===== config.mk =====
export PLATFORM = sky130hd
export DESIGN_NAME = auxc_aux_control
export DESIGN_NICKNAME = d
export VERILOG_FILES = /design/src/shared/auxc_pkg.sv /design/src/verilog/auxc_aux_control.sv
export VERILOG_INCLUDE_DIRS = /design/src /design/src/shared
export SDC_FILE = /design/constraint.sdc
export NUM_CORES = 1
export LEC_CHECK = 0
export CORE_MARGIN = 8
export CORE_UTILIZATION = 65
export DETAILED_ROUTE_END_ITERATION = 12
export DONT_BUFFER_PORTS = 1
export GPL_TIMING_DRIVEN = 0
export PLACE_DENSITY = 0.82
export SYNTH_ARGS = -nofsm -noshare
export SYNTH_HDL_FRONTEND = slang
export SYNTH_SLANG_ARGS = --single-unit

===== constraint.sdc =====
create_clock -name aclk -period 4 [get_ports aclk]
set_clock_uncertainty 0.2 [all_clocks]
set_input_delay 0.4 -clock aclk [delete_from_list [all_inputs] [get_ports aclk]]
set_output_delay 0.4 -clock aclk [all_outputs]
set_load 0.05 [all_outputs]

===== src/shared/auxc_defines.svh =====
// register offsets, field positions, reset values and timing counts
`ifndef AUXC_DEFINES_SVH
`define AUXC_DEFINES_SVH
`define AUXC_SFR_ADDR 8'h8E
`define AUXC_BYTE_ADDR 12'h238
`define AUXC_RESET 8'h0C
`define AUXC_WMASK 8'hAF
`define AUXC_BIT_GATE 0
`define AUXC_BIT_EXTSEL 1
`define AUXC_BIT_XRS_LO 2
`define AUXC_BIT_XRS_HI 3
`define AUXC_BIT_STRETCH 5
`define AUXC_BIT_PUDIS 7
`define AUXC_ALE_DIV_X1 3'h6
`define AUXC_ALE_DIV_X2 3'h3
`define AUXC_STROBE_SHORT 5'h06
`define AUXC_STROBE_LONG 5'h1E
`define AUXC_XRAM_UNIT 11'h100
`endif


===== src/shared/auxc_pkg.sv =====
// types for the auxiliary control block
package auxc_pkg;
   typedef enum logic [2:0] {
      AUXC_IDLE = 3'b001,
      AUXC_LATCH = 3'b010,
      AUXC_STROBE = 3'b100
   } auxc_ext_st_t;
   typedef enum logic [1:0] {
      AUXC_XS_RD = 2'h0,
      AUXC_XS_WR = 2'h1,
      AUXC_XS_CODE = 2'h2,
      AUXC_XS_FETCH = 2'h3
   } auxc_kind_t;
endpackage


===== src/verilog/auxc_aux_control.sv =====
// auxiliary control register with latch strobe and external strobe timing
`include "auxc_defines.svh"
// Operation
// - latch strobe demuxes port 0 addresses
// - gate clear: strobe at osc/6 or osc/3
// - gate set: strobe only on external accesses
// - suppressed strobe pin is weakly pulled high
// - read/write strobes 6 or 30 clocks
// - bit 7 disables standard port pull-ups
// - register sits at special address 8Eh
// - reset 0X0X1100b, byte access only
module auxc_aux_control (
   input wire logic aclk,
   input wire logic aresetn,
   input wire logic [11:0] s_axi_awaddr,
   input wire logic s_axi_awvalid,
   output logic s_axi_awready,
   input wire logic [31:0] s_axi_wdata,
   input wire logic [3:0] s_axi_wstrb,
   input wire logic s_axi_wvalid,
   output logic s_axi_wready,
   output logic [1:0] s_axi_bresp,
   output logic s_axi_bvalid,
   input wire logic s_axi_bready,
   input wire logic [11:0] s_axi_araddr,
   input wire logic s_axi_arvalid,
   output logic s_axi_arready,
   output logic [31:0] s_axi_rdata,
   output logic [1:0] s_axi_rresp,
   output logic s_axi_rvalid,
   input wire logic s_axi_rready,
   input wire logic double_speed_mode,
   input wire logic ext_req,
   input wire auxc_pkg::auxc_kind_t ext_kind,
   input wire logic [15:0] ext_addr,
   output logic ext_ack,
   output logic ale_o,
   output logic ale_oe,
   output logic ale_pullup_en,
   output logic rd_n,
   output logic wr_n,
   output logic port0_addr_oe,
   output logic [7:0] port0_addr,
   output logic port_pullup_en,
   output logic [10:0] xram_size_bytes,
   output logic xram_select
);
   import auxc_pkg::*;

   // how the block is put together
   // the register sits behind a small AXI4-Lite slave; write address and
   // write data are captured on their own handshakes and merged once both
   // are held, so a master may present them in either order
   // reads answer one cycle after the address handshake, always from the
   // register as it stood before that edge
   // the latch strobe has two sources: a free-running divider, and the
   // latch phase of the external access sequencer
   // when the gate bit is set only the sequencer may raise the strobe, and
   // between accesses the pin is let go to its weak pull-up
   // the sequencer is a three-state walk: idle, one latch cycle with the
   // low address on port 0, then a strobe phase of 6 or 30 cycles
   // code reads and fetches walk the same path but never pull the read or
   // write strobe, since those belong to data moves only
   // the core holds its request until it samples the acknowledge; a
   // request seen while the acknowledge stands is therefore the old one
   // and is not taken again
   // limitation: the block only models timing and steering, it carries
   // no data of its own to or from the external memory

   // whole block state in one packed struct
   typedef struct packed {
      logic [7:0] aux_control;    // the register itself
      logic aw_hold;              // write address taken
      logic [11:0] aw_addr;       // captured write address
      logic w_hold;               // write data taken
      logic [7:0] w_data;         // captured low byte
      logic w_lane;               // low lane strobe seen
      logic bvalid;               // write response pending
      logic [1:0] bresp;          // write response code
      logic rvalid;               // read data pending
      logic [31:0] rdata;         // read data word
      logic [1:0] rresp;          // read response code
      logic [2:0] ale_cnt;        // free-running strobe divider
      logic ale;                  // latch strobe level
      auxc_ext_st_t st;           // external access sequencer
      logic [4:0] stb_cnt;        // strobe length counter
      auxc_kind_t kind;           // kind of access under way
      logic ack;                  // access done pulse
      logic [7:0] p0_addr;        // address shown on port 0
      logic p0_oe;                // port 0 address drive
   } auxc_state_t;

   auxc_state_t s_q;
   auxc_state_t s_d;
   logic [2:0] ale_div;
   logic [4:0] stb_len;
   logic [7:0] wr_val;
   logic wr_fire;

   // address decode shared by both bus channels
   function automatic logic auxc_hit(input logic [11:0] a);
      // word index compare; the two low byte bits are ignored
      auxc_hit = (a[11:2] == 10'(`AUXC_BYTE_ADDR >> 2));
   endfunction

   // true for data moves, which use the read or write strobe
   function automatic logic auxc_is_data(input auxc_kind_t k);
      auxc_is_data = (k == AUXC_XS_RD) || (k == AUXC_XS_WR);
   endfunction

   // next state of everything
   // every field is first copied, so a field left alone keeps its value
   // the reset branch sits last so it overrides every other assignment
   // a single process keeps the whole next state in one place, at the
   // cost of a long body; the sections below are independent of each
   // other apart from sharing the copied state
   always_comb begin
      s_d = s_q;
      s_d.ack = 1'b0;
      // osc/6 in normal mode, osc/3 in double speed
      ale_div = double_speed_mode ? `AUXC_ALE_DIV_X2 : `AUXC_ALE_DIV_X1;
      // strobe length from the stretch bit
      stb_len = s_q.aux_control[`AUXC_BIT_STRETCH] ?
         `AUXC_STROBE_LONG : `AUXC_STROBE_SHORT;
      // reserved bits are masked so a stray one never sticks
      wr_val = s_q.w_data & `AUXC_WMASK;

      // write address and data taken in either order
      // each side is held until the other arrives; a second address is
      // refused by awready until the response has been accepted
      if (s_axi_awvalid && s_axi_awready) begin
         s_d.aw_hold = 1'b1;
         s_d.aw_addr = s_axi_awaddr;
      end
      if (s_axi_wvalid && s_axi_wready) begin
         s_d.w_hold = 1'b1;
         s_d.w_data = s_axi_wdata[7:0];
         s_d.w_lane = s_axi_wstrb[0];
      end
      wr_fire = s_q.aw_hold && s_q.w_hold && !s_q.bvalid;
      if (wr_fire) begin
         s_d.aw_hold = 1'b0;
         s_d.w_hold = 1'b0;
         s_d.bvalid = 1'b1;
         if (auxc_hit(s_q.aw_addr)) begin
            s_d.bresp = 2'h0;
            // whole byte only, a write without lane 0 is dropped
            if (s_q.w_lane) begin
               s_d.aux_control = wr_val;
            end
         end else begin
            s_d.bresp = 2'h2; // unmapped: slave error
         end
      end
      if (s_q.bvalid && s_axi_bready) begin
         s_d.bvalid = 1'b0;
      end

      // read: one cycle from address to data
      // arready stays low while data waits, so a new address can never
      // overwrite data that the master has not yet taken
      if (s_axi_arvalid && s_axi_arready) begin
         s_d.rvalid = 1'b1;
         if (auxc_hit(s_axi_araddr)) begin
            s_d.rdata = {24'h000000, s_q.aux_control};
            s_d.rresp = 2'h0;
         end else begin
            s_d.rdata = 32'h00000000;
            s_d.rresp = 2'h2;
         end
      end else if (s_q.rvalid && s_axi_rready) begin
         s_d.rvalid = 1'b0;
      end

      // free-running latch strobe, high for the first count
      // the divider keeps running while gated, so the free strobe comes
      // back in its old phase as soon as the gate bit is cleared
      // a change of speed mode takes effect at once, since the running count is compared against the new divider
      if (s_q.ale_cnt >= ale_div - 3'h1) begin
         s_d.ale_cnt = 3'h0;
      end else begin
         s_d.ale_cnt = s_q.ale_cnt + 3'h1;
      end
      s_d.ale = (s_d.ale_cnt == 3'h0);

      // external access sequencer: latch phase then strobe phase
      // the kind is captured on entry so a change of ext_kind during the
      // access cannot switch a read strobe into a write strobe
      case (s_q.st)
         AUXC_IDLE: begin
            s_d.p0_oe = 1'b0;
            // on-chip data moves never reach the pins
            // while ack stands the request is the finished one: ignore it
            if (ext_req && !s_q.ack && !(auxc_is_data(ext_kind) &&
                !s_q.aux_control[`AUXC_BIT_EXTSEL])) begin
               s_d.st = AUXC_LATCH;
               s_d.kind = ext_kind;
               s_d.p0_addr = ext_addr[7:0];
               s_d.p0_oe = 1'b1;
            end else if (ext_req && !s_q.ack) begin
               // on-chip data move: answered at once, pins stay quiet
               s_d.ack = 1'b1;
            end
         end
         AUXC_LATCH: begin
            // address held on port 0 while the strobe latches it
            s_d.p0_oe = 1'b0;
            s_d.st = AUXC_STROBE;
            s_d.stb_cnt = 5'h00;
         end
         AUXC_STROBE: begin
            // the stretch bit is read every cycle; software should not
            // change it while a data move is under way
            if (s_q.stb_cnt == stb_len - 5'h01) begin
               s_d.st = AUXC_IDLE;
               s_d.ack = 1'b1;
            end else begin
               s_d.stb_cnt = s_q.stb_cnt + 5'h01;
            end
         end
         default: begin
            // an illegal code falls back to idle rather than locking up
            s_d.st = AUXC_IDLE;
         end
      endcase

      // synchronous reset: constants only, all valids and strobes idle
      if (!aresetn) begin
         s_d = '0;
         s_d.aux_control = `AUXC_RESET;
         s_d.st = AUXC_IDLE;
         s_d.kind = AUXC_XS_RD;
      end
   end

   // one register stage for the whole state
   always_ff @(posedge aclk) begin
      s_q <= s_d;
   end

   // bus handshakes: one of each in flight
   // readies are combinational from state only, never from a valid, so no
   // loop through the master can form
   assign s_axi_awready = !s_q.aw_hold && !s_q.bvalid;
   assign s_axi_wready = !s_q.w_hold && !s_q.bvalid;
   assign s_axi_bvalid = s_q.bvalid;
   assign s_axi_bresp = s_q.bresp;
   assign s_axi_arready = !s_q.rvalid;
   assign s_axi_rvalid = s_q.rvalid;
   assign s_axi_rdata = s_q.rdata;
   assign s_axi_rresp = s_q.rresp;

   // latch strobe: free-running, or only in the latch phase when gated
   // the pin is driven all the time when ungated, so the weak pull-up is
   // only needed, and only turned on, while the pin is released
   always_comb begin
      if (s_q.aux_control[`AUXC_BIT_GATE]) begin
         ale_o = (s_q.st == AUXC_LATCH);
      end else begin
         ale_o = s_q.ale || (s_q.st == AUXC_LATCH);
      end
      // gated and idle: release the pin to its weak pull-up
      ale_oe = !s_q.aux_control[`AUXC_BIT_GATE] ||
         (s_q.st == AUXC_LATCH);
      ale_pullup_en = !ale_oe;
   end

   // read/write strobes only during the strobe phase of data moves
   // both come straight from state flops through a compare, so they are
   // free of glitches from the bus side
   assign rd_n = !((s_q.st == AUXC_STROBE) &&
      (s_q.kind == AUXC_XS_RD));
   assign wr_n = !((s_q.st == AUXC_STROBE) &&
      (s_q.kind == AUXC_XS_WR));
   assign ext_ack = s_q.ack;
   assign port0_addr = s_q.p0_addr;
   assign port0_addr_oe = s_q.p0_oe;

   // configuration fan-out to the rest of the core
   // these follow the register directly, changing in the same cycle as the write lands
   assign port_pullup_en = !s_q.aux_control[`AUXC_BIT_PUDIS];
   // size code n gives (n+1) pages of 256 bytes
   assign xram_size_bytes = `AUXC_XRAM_UNIT *
      ({9'h000, s_q.aux_control[`AUXC_BIT_XRS_HI:`AUXC_BIT_XRS_LO]}
      + 11'h001);
   assign xram_select = !s_q.aux_control[`AUXC_BIT_EXTSEL];
endmodule


After elaboration in Yosys (flattened, before gate mapping):

Cells that the tools add are included.

* flip-flop bits (word level): 91
* input bits: 87
* output and inout port bits: 69
* logic and storage cells: 97

* $add $sub $neg: 5
* order comparisons: 1
* equal/unequal tests: 11
* muxes and demuxes: 19
* bitwise gates (word level): 1
* reductions and logical operators: 41

Operator list (count)
* $eq 10x8->1 const B: 2
* $logic_and 1x1->1: 14
* $logic_not 1->1: 12
* $mux 3: 4
* $mux 10: 1
* $mux 5: 2
* $pmux 5 s2: 1
* $pmux 3 s3: 1
* $mux 1: 7
* $ne 2x2->1 const B: 3
* $reduce_and 2->1: 3
* $reduce_bool 2->1: 3
* $add 5x1->5 const B: 1
* $eq 5x5->1: 1
* $sub 5x1->5 const B: 1
* $eq 2x1->1 const B: 2
* $logic_not 2->1: 2
* $pmux 1 s2: 2
* $reduce_or 2->1: 2
* $add 2x1->3 const B: 1
* $add 3x1->3 const B: 1
* $eq 3x1->1 const B: 1
* $eq 3x2->1 const B: 1
* $eq 3x3->1 const B: 1
* 7 further kinds: 9

Depth between registers and ports, before layout:

* depth after elaboration: 7
* depth in mapped cells: 6
* mapped depth without buffers: 6

Least setup slack after synthesis:

No wires, ideal clock.

* path type: reg2reg
* start point: register s_q, in the netlist s_axi_bvalid
* end point: register s_q[62] in the netlist's numbering
* arrival: 2.098 ns
* path slack: 1.575 ns
* stages on the path, launching flop included: 6
* buffers on the path: 1
* cell sequence: dfxtp_1 -> nor2_1 -> and2_1 -> clkbuf_1 -> mux2i_1 -> nor2_1

* word-level cells in the longest chain between the ends: 3

Ends and longest elaborated chain
* start: declaration: line auxc_aux_control.sv:93 `auxc_state_t s_q;`
* start signal: assignment: line auxc_aux_control.sv:238 `s_q <= s_d;`
* $logic_not 1->1: line auxc_aux_control.sv:245 `assign s_axi_wready = !s_q.w_hold && !s_q.bvalid;`
* $logic_and 1x1->1: line auxc_aux_control.sv:245
* named net s_axi_wready: line auxc_aux_control.sv:21 `output logic s_axi_wready,`
* $logic_and 1x1->1: line auxc_aux_control.sv:135 `if (s_axi_wvalid && s_axi_wready) begin`

The timed path passes the listed nets, and every way through them passes these cells.
A chain may end at the register's enable or synchronous reset.

Final worst setup path:

Same ends and word-level chain as after synthesis.

==> impl_metrics.csv <==
group,metric,value,unit
cells_and_area,drive_above_1_share,18.7,%
global_route,grt_max_degree,11,
synthesis,synth.avg_cell_area,8.69,um^2
job,maxCapViolations,0,
power_and_ir_drop,powerDensity,467,nW/um^2
synthesis,synth.top_cells.by_area,"dfxtp_1, buf_4, mux2i_1",
power_and_ir_drop,power.switching,437,uW
sta,relSlewSlack,29.9,%
synthesis,synth-seq-cells,59,
global_route,antenna_found_initial,0,
cts,insertion_delay,0.33,ns
synthesis,synthArstFlopShare,0,%
detailed_routing,wirelength,6370,um
synthesis,synth_top_flop_cell,"dfxtp_1",
synthesis,yosys.area_share.simple,19.3,%
cts,cts_tree,"built",
power_and_ir_drop,sw_frac_of_total,27.9,%
setup_path,cp-end-kind,"flip-flop",
cells_and_area,syn_to_final_growth,18.3,%
cts,cts_buffer_depth,2,
synthesis,yosysTopAreaCellShare,41.6,%
power_and_ir_drop,p_clk_share,41.9,%
sta,worst_pin_slew,1.04,ns
setup_path,arrival,2.66,ns
setup_path,crit_path_start_kind,"flip-flop",
die,io_pins,156,
setup_path,worstPathRequired,4.01,ns
synthesis,synth_xor_area_share,0.617,%
setup_path,cp_max_fo,8,
sta,hold_ws,0.00374,ns
synthesis,muxShareOfSynthArea,7.40,%
setup_path,critical_path_buf_inv_count,1,
power_and_ir_drop,vdd.ir_drop.worst,0.363,mV
synthesis,seq_area_frac_synth,41.6,%
synthesis,synthCells,327,
placement,post-dp-hpwl,4780,um
detailed_routing,wire_per_inst,14.6,um
cts,clkSinkCount,59,
placement,io_buffer_count,0,
setup_path,r2r_slack,1.35,ns
detailed_routing,drc,0,
setup_path,crit_slowest_cell,"nor2_1",
sta,period_share,66.4,%
die,num_rows,24,
global_route,grt_usage,18.1,%
die,die_h,82.1,um
power_and_ir_drop,sequentialPowerShare,41.1,%
setup_path,crit_chain,"nor2_1, and2_1, clkbuf_1, mux2i_1, nor2_1",
detailed_routing,drtIter0Drc,105,
synthesis,synth_top_family_by_area,"simple AND/OR/NAND/NOR gates",
sta,max_freq,0.377,GHz
placement,gp_congestion,0.748,
synthesis,synth_warnings,0,
cts,cts_root_buf,"clkbuf_8",
sta,setup_tns,0,ns
cts,cts.clk_slew.worst_paths,0.06,ns
placement,dp_slack,1.35,ns
cells_and_area,nNetsFinal,475,
die,coreArea,4290,um^2
synthesis,ys_types,43,
setup_path,crit_family,"simple AND/OR/NAND/NOR gates",
synthesis,synth_fa_ha_area_share,3.08,%
sta,setup_ws,1.35,ns
power_and_ir_drop,combPwrFrac,17.0,%
cts,cts_resized,0,
detailed_routing,firstDrtPassIters,4,
status,status,"complete, no violations",
synthesis,synth_compound_area_share,10.3,%
min_path,min_path_type,"primary input to flip-flop",
sta,period_minus_slack,2.65,ns
die,dieArea,6740,um^2
setup_path,slowest_delay,0.84,ns
setup_path,critPathKind,"flip-flop to flip-flop",
global_route,grt_pass1_vias,2084,
global_route,overflow,0,
power_and_ir_drop,p_leak,1.56,nW
power_and_ir_drop,internal-power,1.13,mW
sta,finalSetupViolCount,0,
sta,drv_slew,0,
detailed_routing,postRouteAntennaNets,0,
detailed_routing,avgViaCountPerCell,5.09,
synthesis,synth_edf_count,0,
synthesis,yosys-top-cells-count,"dfxtp_1, buf_4, nor2_1, nand2_1",
sta,rsz0062_at_grt,"no",
cells_and_area,n_antenna_cell,0,
setup_path,path_common_cell,"nor2_1",
die,fp.dieW,82.1,um
cts,postCtsSetupBuffers,0,
synthesis,synth_area,2840,um^2
detailed_routing,vias,2228,
sta,hold_viol,0,
cts,htreeDepth,3,
cts,numCtsBuffers,9,
die,initial_core_util,66.1,%
synthesis,yosysTopAreaCell,"dfxtp_1",
global_route,grt_pass1_wl,9340,um
synthesis,synth.most_common_cell,"dfxtp_1",
==> metal layers <==
layer | vias up | global-route usage [%] | wire length, um | share of wire [%]
met5 | - | 0 | 0 | 0
met4 | 0 | 7.72 | 98 | 1.5
met3 | 12 | 8.33 | 732 | 11
met2 | 93 | 30.9 | 3090 | 48
met1 | 1004 | 18.7 | 2450 | 38
li1 | 1119 | - | - | -
==> kinds of logic after synthesis <==
family	after synthesis
AO/OA/AOI/OAI	48
buffers and inverters	79
other	1
flip-flops	59
multiplexers	21
adder cells (fa/ha/maj)	7
AND/OR/NAND/NOR	110
XOR/XNOR	2
==> registers in the layout (all words and copies together), names as in the netlist <==
name / cells
ext_ack: 1
port0_addr: 8
s_axi_bvalid: 1
s_axi_rresp: 1
s_axi_rvalid: 1
s_q: 39
port0_addr_oe: 1
s_axi_bresp: 1
s_axi_rdata: 6
==> final timing paths <==
| kind | startpoint | endpoint | depth (start not counted) |
|---|---|---|---|
| max | s_axi_bvalid$_SDFFE_PP0P_ | s_q[62]$_SDFFE_PN0P_ | 5 |
| min | s_axi_awaddr[6] | s_q[78]$_SDFFE_PN0P_ | 2 |
| max reg2reg | s_axi_bvalid$_SDFFE_PP0P_ | s_q[62]$_SDFFE_PN0P_ | 5 |
| min reg2reg | s_q[76]$_SDFFE_PN0P_ | s_q[76]$_SDFFE_PN0P_ | 2 |
==> through the flow <==
stage / power (mW) / cells / utilization, % / cell area, um^2
6_report: 1.57 / 438 / 78.2 / 3360
3_5_place_dp: 0.915 / 414 / 70.7 / 3040
5_1_grt: 1.63 / 438 / 78.2 / 3360
2_1_floorplan: 0.888 / 362 / - / 2970
4_1_cts: 1.57 / 435 / 77.5 / 3330
3_3_place_gp: 0.909 / 414 / 70.7 / 3040
==> cell usage in the layout (no fill, tap or decap), drive strengths merged, types with 6 or more instances in the layout <==
cell type | Yosys | routed
conb | 1 | 36
mux2i | 21 | 21
a21oi | 21 | 21
buf | 55 | 55
inv | 13 | 13
o21ai | 9 | 9
dfxtp | 59 | 59
ha | 7 | 7
nand2 | 30 | 30
dlygate4sd3 | 0 | 8
nand2b | 6 | 6
nor2 | 40 | 40
clkbuf | 10 | 22
a22oi | 6 | 6
nand3 | 7 | 7
==> power by group through the flow <==
stage               combinational, mW  clock [mW]  sequential (mW)
CTS                             0.263       0.665            0.644
detailed placement              0.258           0            0.657
floorplan                       0.235           0            0.652
global route                    0.287       0.697            0.648
finish                          0.267       0.657            0.645
global placement                0.253           0            0.656
==> layout make-up <==
type                    count  area [um^2]
fillers                   287          935
plain buffers              65          449
flip-flops and latches     59         1180
repair buffers              8         80.1
multi-input cells         224         1290
well taps                  52         65.1
clock inverters             4         97.6
clock buffers              12          145
inverters                  14         52.6
==> what timing repair did <==
action                     CTS  global route
setup endpoints to repair    0             0
hold buffers                 5             3
hold endpoints to repair     5             3
==> worst register-to-register path: cells and delay by family (launching register included) <==
family | cells | cell delay [ns]
muxes | 1 | 0.25
DFF | 1 | 0.53
buffers and inverters | 1 | 0.43
and+or+nand+nor | 3 | 1.12
(Power assumes the default switching activity.)
